--- src/pkg/larc_pkg.sv ---
// Shared constants and types of the load-adaptive current regulator
package larc_pkg;

    // Clock and oscillator figures
    localparam int unsigned CLK_HZ          = 25_000_000;
    localparam int unsigned INT_OSC_HZ      = 15_000_000;
    localparam int unsigned EXT_CLK_MIN_HZ  = 10_000_000;
    localparam int unsigned EXT_CLK_MAX_HZ  = 20_000_000;

    // Field widths
    localparam int unsigned THR_W           = 4;
    localparam int unsigned CUR_W           = 5;
    localparam int unsigned READ_W          = 10;

    // Threshold scaling: thresholds are field times 32
    localparam int unsigned THR_SHIFT       = 5;

    // Full steps per raw load measurement, and raw readings per filtered one
    localparam logic [1:0]  STEPS_PER_READ  = 2'h2;
    localparam logic [1:0]  FILTER_READS    = 2'h3;
    // Divide by three as multiply by 21846 then shift right by 16
    localparam logic [15:0] DIV3_MUL        = 16'h5556;
    localparam int unsigned DIV3_SHIFT      = 16;

    // Decrement limits (count minus one) for field codes 0..3: 32, 8, 2, 1 readings
    localparam logic [4:0]  DEC_LIM_0       = 5'h1F;
    localparam logic [4:0]  DEC_LIM_1       = 5'h07;
    localparam logic [4:0]  DEC_LIM_2       = 5'h01;
    localparam logic [4:0]  DEC_LIM_3       = 5'h00;

    // Start-up hold of the management unit, in clock cycles
    localparam logic [4:0]  STARTUP_CYCLES  = 5'h10;
    // Standstill delay after the last step input, in clock cycles
    localparam int unsigned STANDSTILL_CYCLES = 1_048_576;

    // Reset values
    localparam logic [4:0]  CUR_RST         = 5'h00;

    typedef struct packed {
        logic [THR_W-1:0]  lower_load_threshold;
        logic [THR_W-1:0]  threshold_distance;
        logic [1:0]        current_increment_step;
        logic [1:0]        decrement_reading_count;
        logic              minimum_current_select;
        logic [CUR_W-1:0]  current_scale;
        logic              load_filter_enable;
    } larc_cfg_type;

    localparam larc_cfg_type CFG_RST = '0;

    typedef enum logic [1:0] {
        ST_STARTUP = 2'b00,
        ST_RUN     = 2'b01
    } larc_st_type;

endpackage : larc_pkg

--- src/hw/larc_delay.sv ---
// Retriggerable delay: level rises a fixed count of cycles after the last restart
module larc_delay
    import larc_pkg::*;
#(
    parameter int unsigned CYCLES = STANDSTILL_CYCLES
)(
    input  wire logic CLK,
    input  wire logic RESET,
    input  wire logic restart,
    output logic      expired
);

    localparam int unsigned W = $clog2(CYCLES + 1);

    typedef struct packed {
        logic [W-1:0] cnt;
        logic         done;
    } larc_dly_type;

    larc_dly_type s_ff;
    larc_dly_type nxt_s;

    always_comb begin
        nxt_s = s_ff;
        if (restart) begin
            nxt_s.cnt  = '0;
            nxt_s.done = 1'b0;
        end else if (!s_ff.done) begin
            nxt_s.cnt  = s_ff.cnt + W'(1);
            nxt_s.done = (s_ff.cnt == W'(CYCLES - 1));
        end
    end

    always_ff @(posedge CLK or posedge RESET) begin
        if (RESET) begin
            s_ff <= '0;
        end else begin
            s_ff <= nxt_s;
        end
    end

    assign expired = s_ff.done;

    chk_stand_restart: assert property (@(posedge CLK) disable iff (RESET)
        restart |=> !expired)
        else $error("standstill not cleared by a step");

endmodule : larc_delay

--- src/hw/larc_thresh.sv ---
// Load threshold compare for the current regulator
module larc_thresh
    import larc_pkg::*;
(
    input  wire logic [THR_W-1:0]  lower,
    input  wire logic [THR_W-1:0]  distance,
    input  wire logic [READ_W-1:0] reading,
    output logic                   disabled,
    output logic                   below,
    output logic                   above
);

    logic [10:0] lower_thr;
    logic [10:0] upper_thr;
    logic [5:0]  upper_sum;

    always_comb begin
        disabled  = (lower == '0);
        lower_thr = 11'({lower, 5'h00});
        upper_sum = 6'({2'b00, lower}) + 6'({2'b00, distance}) + 6'h01;
        upper_thr = 11'(upper_sum) << THR_SHIFT;
        below     = !disabled && (11'(reading) < lower_thr);
        above     = !disabled && (11'(reading) > upper_thr);
    end

endmodule : larc_thresh

--- src/hw/larc_top.sv ---
// Load-adaptive current regulator with start-up lock, clock select and standstill
//
// How it works
// Lower threshold is lower field times 32; readings below it raise current.
// Lower field zero switches the adaptive regulation off, current sits at scale.
// Upper threshold is (lower plus distance plus 1) times 32; above it lowers.
// Each low reading adds 1, 2, 4 or 8 per increment field.
// Decrement by one after 32, 8, 2 or 1 consecutive high readings.
// Decrement field codes 0,1,2,3 mean 32, 8, 2, 1 readings.
// Current never below half scale, or quarter scale with minimum select set.
// Current never above the programmed current scale.
// Actual current shown as five-bit value, code n means (n+1)/32.
// Regulation acts once per new reading and holds value in between.
// Controller should turn regulation off at low speed with fixed current.
// During start-up the management unit is held and all configuration cleared.
// Internal oscillator nominal 15 MHz; external clock 10 to 20 MHz accepted.
// First high level on clock input selects the external clock for good.
// Standstill flag rises a fixed clock-count after the last step input.
// Enabled short-to-ground detection works without any clock.
// Controller must disable the drive before stopping an external clock.
// New reading every two full steps, or every six with filtering.
// Load reading is unsigned 0 to 1023, higher means lighter load.
module larc_top
    import larc_pkg::*;
#(
    parameter int unsigned STANDSTILL_DELAY = STANDSTILL_CYCLES
)(
    input  wire logic                  CLK,
    input  wire logic                  RESET,
    input  wire logic                  CFG_WRITE,
    input  wire larc_cfg_type          CFG_IN,
    input  wire logic                  FULL_STEP,
    input  wire logic [READ_W-1:0]     LOAD_SAMPLE,
    input  wire logic                  STEP_IN,
    input  wire logic                  EXT_CLK_IN,
    input  wire logic                  SHORT_DET_ENABLE,
    input  wire logic                  SHORT_SENSE,
    output larc_cfg_type               CFG_OUT,
    output logic                       MGMT_READY,
    output logic [READ_W-1:0]          LOAD_READING,
    output logic                       LOAD_READING_VALID,
    output logic [CUR_W-1:0]           ACTUAL_CURRENT_VALUE,
    output logic                       CLOCK_EXT_SEL,
    output logic                       STANDSTILL,
    output logic                       SHORT_TO_GND
);

    typedef struct packed {
        larc_st_type        st;
        logic [4:0]         start_cnt;
        larc_cfg_type       cfg;
        logic [1:0]         step_cnt;
        logic [1:0]         filt_cnt;
        logic [11:0]        filt_sum;
        logic [READ_W-1:0]  reading;
        logic               reading_vld;
        logic [CUR_W-1:0]   cur;
        logic [4:0]         dn_cnt;
        logic               ext_sel;
    } larc_state_type;

    larc_state_type s_ff;
    larc_state_type nxt_s;

    logic             thr_disabled;
    logic             thr_below;
    logic             thr_above;
    logic [5:0]       scale6;
    logic [5:0]       min6;
    logic [CUR_W-1:0] min_code;
    logic [5:0]       inc6;
    logic [5:0]       sum6;
    logic [4:0]       dec_lim;
    logic [11:0]      acc;
    logic [27:0]      prod;

    ////////////////////////////////////////////////////////////////////////////
    // Threshold compare and standstill timer

    larc_thresh u_thresh (
        .lower    (s_ff.cfg.lower_load_threshold),
        .distance (s_ff.cfg.threshold_distance),
        .reading  (s_ff.reading),
        .disabled (thr_disabled),
        .below    (thr_below),
        .above    (thr_above)
    );

    larc_delay #(
        .CYCLES (STANDSTILL_DELAY)
    ) u_standstill (
        .CLK     (CLK),
        .RESET   (RESET),
        .restart (STEP_IN),
        .expired (STANDSTILL)
    );

    ////////////////////////////////////////////////////////////////////////////
    // Current limits derived from the scale; increment step and decrement limit

    always_comb begin
        scale6   = 6'({1'b0, s_ff.cfg.current_scale}) + 6'h01;
        min6     = s_ff.cfg.minimum_current_select ? (scale6 >> 2) : (scale6 >> 1);
        if (min6 == 6'h00) begin
            min6 = 6'h01;
        end
        min_code = 5'(min6 - 6'h01);
        inc6     = 6'h01 << s_ff.cfg.current_increment_step;
        case (s_ff.cfg.decrement_reading_count)
            2'h0:    dec_lim = DEC_LIM_0;
            2'h1:    dec_lim = DEC_LIM_1;
            2'h2:    dec_lim = DEC_LIM_2;
            default: dec_lim = DEC_LIM_3;
        endcase
    end

    ////////////////////////////////////////////////////////////////////////////
    // Next state

    always_comb begin
        nxt_s             = s_ff;
        nxt_s.reading_vld = 1'b0;
        acc               = s_ff.filt_sum + 12'(LOAD_SAMPLE);
        prod              = 28'(acc) * 28'(DIV3_MUL);
        sum6              = 6'({1'b0, s_ff.cur}) + inc6;

        // Sticky external clock select; a grounded input never sets it
        if (EXT_CLK_IN) begin
            nxt_s.ext_sel = 1'b1;
        end

        case (s_ff.st)
            ST_STARTUP: begin
                // Writes are dropped so software sees a clean all-zero setup
                nxt_s.cfg       = CFG_RST;
                nxt_s.start_cnt = s_ff.start_cnt + 5'h01;
                if (s_ff.start_cnt == STARTUP_CYCLES - 5'h01) begin
                    nxt_s.st = ST_RUN;
                end
            end
            ST_RUN: begin
                if (CFG_WRITE) begin
                    nxt_s.cfg = CFG_IN;
                end
            end
            default: begin
                nxt_s.st = ST_STARTUP;
            end
        endcase

        // Measurement rate: one raw value per two full steps
        if (FULL_STEP) begin
            nxt_s.step_cnt = s_ff.step_cnt + 2'h1;
            if (s_ff.step_cnt == STEPS_PER_READ - 2'h1) begin
                nxt_s.step_cnt = 2'h0;
                if (!s_ff.cfg.load_filter_enable) begin
                    nxt_s.reading     = LOAD_SAMPLE;
                    nxt_s.reading_vld = 1'b1;
                    nxt_s.filt_cnt    = 2'h0;
                    nxt_s.filt_sum    = '0;
                end else if (s_ff.filt_cnt == FILTER_READS - 2'h1) begin
                    // Mean of three keeps the 0..1023 range
                    nxt_s.reading     = prod[DIV3_SHIFT +: READ_W];
                    nxt_s.reading_vld = 1'b1;
                    nxt_s.filt_cnt    = 2'h0;
                    nxt_s.filt_sum    = '0;
                end else begin
                    nxt_s.filt_cnt    = s_ff.filt_cnt + 2'h1;
                    nxt_s.filt_sum    = acc;
                end
            end
        end

        // Regulation: acts only on the cycle after a new reading
        if (thr_disabled) begin
            nxt_s.cur    = s_ff.cfg.current_scale;
            nxt_s.dn_cnt = '0;
        end else if (s_ff.reading_vld) begin
            if (thr_below) begin
                nxt_s.dn_cnt = '0;
                nxt_s.cur    = 5'(sum6 > 6'(s_ff.cfg.current_scale) ?
                               6'(s_ff.cfg.current_scale) : sum6);
            end else if (thr_above) begin
                if (s_ff.dn_cnt >= dec_lim) begin
                    nxt_s.dn_cnt = '0;
                    if (s_ff.cur > min_code) begin
                        nxt_s.cur = s_ff.cur - 5'h01;
                    end
                end else begin
                    nxt_s.dn_cnt = s_ff.dn_cnt + 5'h01;
                end
            end else begin
                // Readings in the band break the run of high readings
                nxt_s.dn_cnt = '0;
            end
        end

        // Scale changes between readings still pull the value inside its limits
        if (!thr_disabled) begin
            if (nxt_s.cur > s_ff.cfg.current_scale) begin
                nxt_s.cur = s_ff.cfg.current_scale;
            end else if (nxt_s.cur < min_code) begin
                nxt_s.cur = min_code;
            end
        end
    end

    always_ff @(posedge CLK or posedge RESET) begin
        if (RESET) begin
            s_ff     <= '0;
            s_ff.st  <= ST_STARTUP;
            s_ff.cur <= CUR_RST;
            s_ff.cfg <= CFG_RST;
        end else begin
            s_ff <= nxt_s;
        end
    end

    ////////////////////////////////////////////////////////////////////////////
    // Outputs

    assign CFG_OUT              = s_ff.cfg;
    assign MGMT_READY           = (s_ff.st == ST_RUN);
    assign LOAD_READING         = s_ff.reading;
    assign LOAD_READING_VALID   = s_ff.reading_vld;
    assign ACTUAL_CURRENT_VALUE = s_ff.cur;
    assign CLOCK_EXT_SEL        = s_ff.ext_sel;
    // Pure gating so the fault path needs no clock edge
    assign SHORT_TO_GND         = SHORT_DET_ENABLE & SHORT_SENSE;

    ////////////////////////////////////////////////////////////////////////////
    // Checks

    chk_cur_max: assert property (@(posedge CLK) disable iff (RESET)
        $stable(s_ff.cfg) |-> s_ff.cur <= s_ff.cfg.current_scale)
        else $error("current above scale");

    chk_cur_min: assert property (@(posedge CLK) disable iff (RESET)
        ($stable(s_ff.cfg) && !thr_disabled) |-> s_ff.cur >= min_code)
        else $error("current below minimum");

    chk_off_full: assert property (@(posedge CLK) disable iff (RESET)
        ($stable(s_ff.cfg) && s_ff.cfg.lower_load_threshold == '0)
        |-> s_ff.cur == s_ff.cfg.current_scale)
        else $error("disabled regulator not at scale");

    chk_inc_step: assert property (@(posedge CLK) disable iff (RESET)
        (s_ff.reading_vld && thr_below && !CFG_WRITE
         && sum6 <= 6'(s_ff.cfg.current_scale))
        |=> s_ff.cur == $past(5'(sum6)))
        else $error("increment step wrong");

    chk_dec_run: assert property (@(posedge CLK) disable iff (RESET)
        (s_ff.reading_vld && thr_above && s_ff.dn_cnt < dec_lim && !CFG_WRITE)
        |=> $stable(s_ff.cur))
        else $error("decrement before run complete");

    chk_dec_one: assert property (@(posedge CLK) disable iff (RESET)
        (s_ff.reading_vld && thr_above && s_ff.dn_cnt >= dec_lim
         && s_ff.cur > min_code && !CFG_WRITE)
        |=> s_ff.cur == $past(s_ff.cur) - 5'h01)
        else $error("decrement not by one");

    chk_hold_idle: assert property (@(posedge CLK) disable iff (RESET)
        (!s_ff.reading_vld && $stable(s_ff.cfg) && !CFG_WRITE) |=> $stable(s_ff.cur))
        else $error("current moved without reading");

    chk_start_lock: assert property (@(posedge CLK) disable iff (RESET)
        (s_ff.st == ST_STARTUP) |=> s_ff.cfg == CFG_RST)
        else $error("configuration taken during start-up");

    chk_ext_sticky: assert property (@(posedge CLK) disable iff (RESET)
        (EXT_CLK_IN || CLOCK_EXT_SEL) |=> CLOCK_EXT_SEL)
        else $error("external clock select lost");

    chk_raw_rate: assert property (@(posedge CLK) disable iff (RESET)
        (FULL_STEP && s_ff.step_cnt == 2'h0) |=> !s_ff.reading_vld)
        else $error("reading after a single step");

    chk_off_run: assert property (@(posedge CLK) disable iff (RESET)
        thr_disabled |=> s_ff.dn_cnt == '0)
        else $error("run count kept while regulation off");

    chk_band_hold: assert property (@(posedge CLK) disable iff (RESET)
        (s_ff.reading_vld && !thr_disabled && !thr_below && !thr_above
         && $stable(s_ff.cfg)) |=> ($stable(s_ff.cur) && s_ff.dn_cnt == '0))
        else $error("band reading moved the current");

    chk_cfg_take: assert property (@(posedge CLK) disable iff (RESET)
        (MGMT_READY && CFG_WRITE) |=> s_ff.cfg == $past(CFG_IN))
        else $error("configuration write not taken");

    chk_valid_pulse: assert property (@(posedge CLK) disable iff (RESET)
        s_ff.reading_vld |=> !s_ff.reading_vld)
        else $error("reading flagged on two cycles");

    chk_filt_rate: assert property (@(posedge CLK) disable iff (RESET)
        (FULL_STEP && s_ff.step_cnt == 2'h1 && s_ff.cfg.load_filter_enable
         && s_ff.filt_cnt != FILTER_READS - 2'h1) |=> !s_ff.reading_vld)
        else $error("filtered reading before three samples");

    chk_read_take: assert property (@(posedge CLK) disable iff (RESET)
        (FULL_STEP && s_ff.step_cnt == 2'h1 && !s_ff.cfg.load_filter_enable)
        |=> (s_ff.reading_vld && s_ff.reading == $past(LOAD_SAMPLE)))
        else $error("raw reading not taken");

endmodule : larc_top

--- config.mk ---
export PLATFORM = sky130hd
export DESIGN_NAME = larc_top
export DESIGN_NICKNAME = d
export VERILOG_FILES = /design/src/pkg/larc_pkg.sv /design/src/hw/larc_delay.sv /design/src/hw/larc_thresh.sv /design/src/hw/larc_top.sv
export SDC_FILE = /design/constraint.sdc
export NUM_CORES = 1
export LEC_CHECK = 0
export BUFFER_PORTS_ARGS = -buffer_cell sky130_fd_sc_hd__buf_2
export CAP_MARGIN = 15
export CORE_MARGIN = 2
export CORE_UTILIZATION = 31
export CTS_BUF_LIST = sky130_fd_sc_hd__clkbuf_16
export DETAILED_ROUTE_END_ITERATION = 10
export SLEW_MARGIN = 40
export SYNTH_ARGS = -nofsm -noshare
export SYNTH_HDL_FRONTEND = slang
export SYNTH_HIERARCHICAL = 1
export SYNTH_SLANG_ARGS = --single-unit
export TNS_END_PERCENT = 50
--- constraint.sdc ---
create_clock -name CLK -period 6.3 [get_ports CLK]
set_input_delay 0.315 -clock CLK [delete_from_list [all_inputs] [get_ports CLK]]
set_output_delay 0.315 -clock CLK [all_outputs]
set_load 0.01 [all_outputs]
==> flow_summary.json <==
{
  "outcome": "finished with violations",
  "violations": "negative setup slack",
  "grt.overflow.total": 0,
  "fin_crit_sh": 1.01,
  "cts_root_buffer": "clkbuf_16",
  "min_period_ns": 6.39,
  "initial_utilization": 0.314,
  "r2r-start": "s_ff[23]$_DFFE_PP0P_",
  "rsz0062_at_grt": "true",
  "worstSetupStartpointType": "register",
  "cts.htree.levels": 3,
  "clk_pin_slew_ns": 0.08,
  "dr.pass1.iters": 5,
  "synth_top_area_share": 0.245,
  "fin_ws_ns": -0.0859,
  "end_kind": "register",
  "critPathRequiredTime_ns": 6.54,
  "synth_cell_types": 79,
  "post-synth-top-area-cell": "dfrtp_1",
  "clock_latency_ns": 0.36,
  "ant_nets": 0,
  "syn_nets": 1152,
  "grt_max_degree": 64,
  "layout.nets": 1259,
  "hpwlAfterDp_mm": 16.5,
  "cts_made_buffers": 9,
  "async_reset_ff_frac": 1.00,
  "antenna_found_initial": 0,
  "synthTopCellsByArea": "dfrtp_1, ha_1, fa_1, inv_1, xnor2_1",
  "wire_per_inst_um": 15.0,
  "grt_pass1_vias": 7035,
  "syn_to_final_growth_pct": 19.8,
  "die_h_um": 171,
  "wl_mm": 21.6,
  "yosysMostFrequentCell": "inv_1",
  "postSynthAreaPerCell_sq_um": 9.14,
  "drive_above_1_share": 0.246,
  "synth_edf_count": 0,
  "yosysSeqAreaShare": 0.245,
  "synth_seq_cells": 85,
  "syn-instance-count": 949,
  "viasPerCell": 4.81,
  "yosys_warnings": 6,
  "synth_ff_type": "dfrtp_1",
  "whs_ns": 0.152,
  "rows": 61,
  "hold_class": "input port to register",
  "die_w_um": 171,
  "grt_pass1_wl_mm": 35.3,
  "synthesis.area_sq_um": 8670,
  "via_count": 6922,
  "tns_ns": -0.349,
  "core_area_sq_um": 27600,
  "port_buffers": 75,
  "crit_fanout": 4,
  "die_area_sq_um": 29300,
  "finalMaxSlewViolations": 0,
  "hold_viol": 0,
  "relSlewSlack": 0.471,
  "antenna_cells": 0,
  "io_pins": 76,
  "worstMarginPinSlew_ns": 0.791,
  "drv_cap": 0,
  "final.setup_skew_ns": 0.0150,
  "grtUsageTotal": 0.153,
  "slowest_stage": "fa_2",
  "worstPathArrival_ns": 6.62,
  "cts_tree": "done",
  "setup_viol": 8,
  "worstHoldStart": "EXT_CLK_IN",
  "netlist_top_cells_count": "inv_1, ha_1, dfrtp_1, nor2_1, nand2_1",
  "gp_congestion": 0.842,
  "drc": 0,
  "critPathKind": "register to register",
  "first_iter_violations": 282,
  "max_freq_mhz": 157,
  "critPathLaunch": "s_ff[23]$_DFFE_PP0P_",
  "slowest_delay_ns": 0.55,
  "rrSetupSlack_ns": -0.09,
  "cts_sinks": 85,
  "ctsLongestPathBuffers": 2
}
==> final timing paths <==
| check | cells after the start | end |
|---|---|---|
| worst max register to register | 28 | LOAD_READING[7]$_DFFE_PP0P_ |
| worst max-delay path | 28 | LOAD_READING[7]$_DFFE_PP0P_ |
| min in group asynchronous | 3 | u_standstill/s_ff[11]$_DFFE_PP0P_ |
| max in group asynchronous | 4 | LOAD_READING[5]$_DFFE_PP0P_ |
| worst min-delay path | 2 | CLOCK_EXT_SEL$_DFFE_PP0P_ |
| worst min register to register | 1 | CLOCK_EXT_SEL$_DFFE_PP0P_ |
==> stage by stage <==
stage / cell area, sq um / util / instances / worst slack [ns]
after floorplan: 8750 / - / 949 / 0.00952
after global placement: 9680 / 0.350 / 1404 / -0.497
after detailed placement: 9680 / 0.350 / 1404 / -0.617
after CTS: 10300 / 0.372 / 1436 / -0.321
after global routing: 10400 / 0.376 / 1439 / -0.358
final: 10400 / 0.376 / 1439 / -0.0859
==> state kept, by name, indices dropped and copies added, names as in the netlist <==
register              count
CFG_OUT                  19
u_standstill/s_ff        21
CLOCK_EXT_SEL             1
s_ff                     27
LOAD_READING             10
LOAD_READING_VALID        1
ACTUAL_CURRENT_VALUE      5
u_standstill/expired      1
==> placed cells by master (no fill, tap or decap), drive strengths merged, types with 33 or more instances in the layout <==
cell,count
o21ai,43
nor2,62
xnor2,33
ha,124
buf,149
nand2,54
inv,134
fa,42
dfrtp,85
a21oi,49
==> metal layers <==
layer / wire (um) / vias to the layer above / GRT usage / part of all wire
li1: - / 3447 / - / -
met1: 9640 / 3320 / 0.191 / 0.45
met2: 10800 / 121 / 0.273 / 0.50
met3: 651 / 34 / 0.0173 / 0.030
met4: 548 / 0 / 0.0531 / 0.025
met5: 0 / - / 0 / 0
==> kinds of logic after synthesis <==
kind of cell	count (synthesis)	share of synthesized area
adders and majority gates	166	0.276
buffers and inverters	186	0.0974
AOI/OAI and AO/OA	179	0.139
DFF	85	0.245
muxes	30	0.0356
xor gates and xnor gates	46	0.0465
and+or+nand+nor	257	0.160
==> layout make-up <==
| class | instances | area (sq um) |
|---|---|---|
| clock buffers | 9 | 225 |
| clock inverters | 7 | 90.1 |
| fillers | 2816 | 17200 |
| inverters | 132 | 498 |
| multi-input cells | 678 | 6020 |
| flip-flops and latches | 85 | 2130 |
| well taps | 378 | 473 |
| repair buffers | 150 | 956 |
==> worst max-delay path, delay by kind of cell, from the launching register on <==
family	cells	cell delay, ns
AO/OA/AOI/OAI	12	2.15
XOR/XNOR	2	0.33
adder cells (fa/ha/maj)	7	2.61
buffers and inverters	4	0.30
flip-flops	1	0.40
AND/OR/NAND/NOR	3	0.45
==> timing repair <==
| item | 4_1_cts | 5_1_grt |
|---|---|---|
| setup buffers | 15 | 3 |
| pin swaps | 43 | 37 |
| endpoints found under the setup margin | 10 | 10 |
| hold buffers | 1 | 0 |
| gates cloned | 0 | 0 |
| endpoints found under the hold margin | 22 | 0 |
| resized for setup | 40 | 26 |
Power is not shown: default switching activity piles up to over one toggle a cycle in this logic, so the estimate is an artifact.
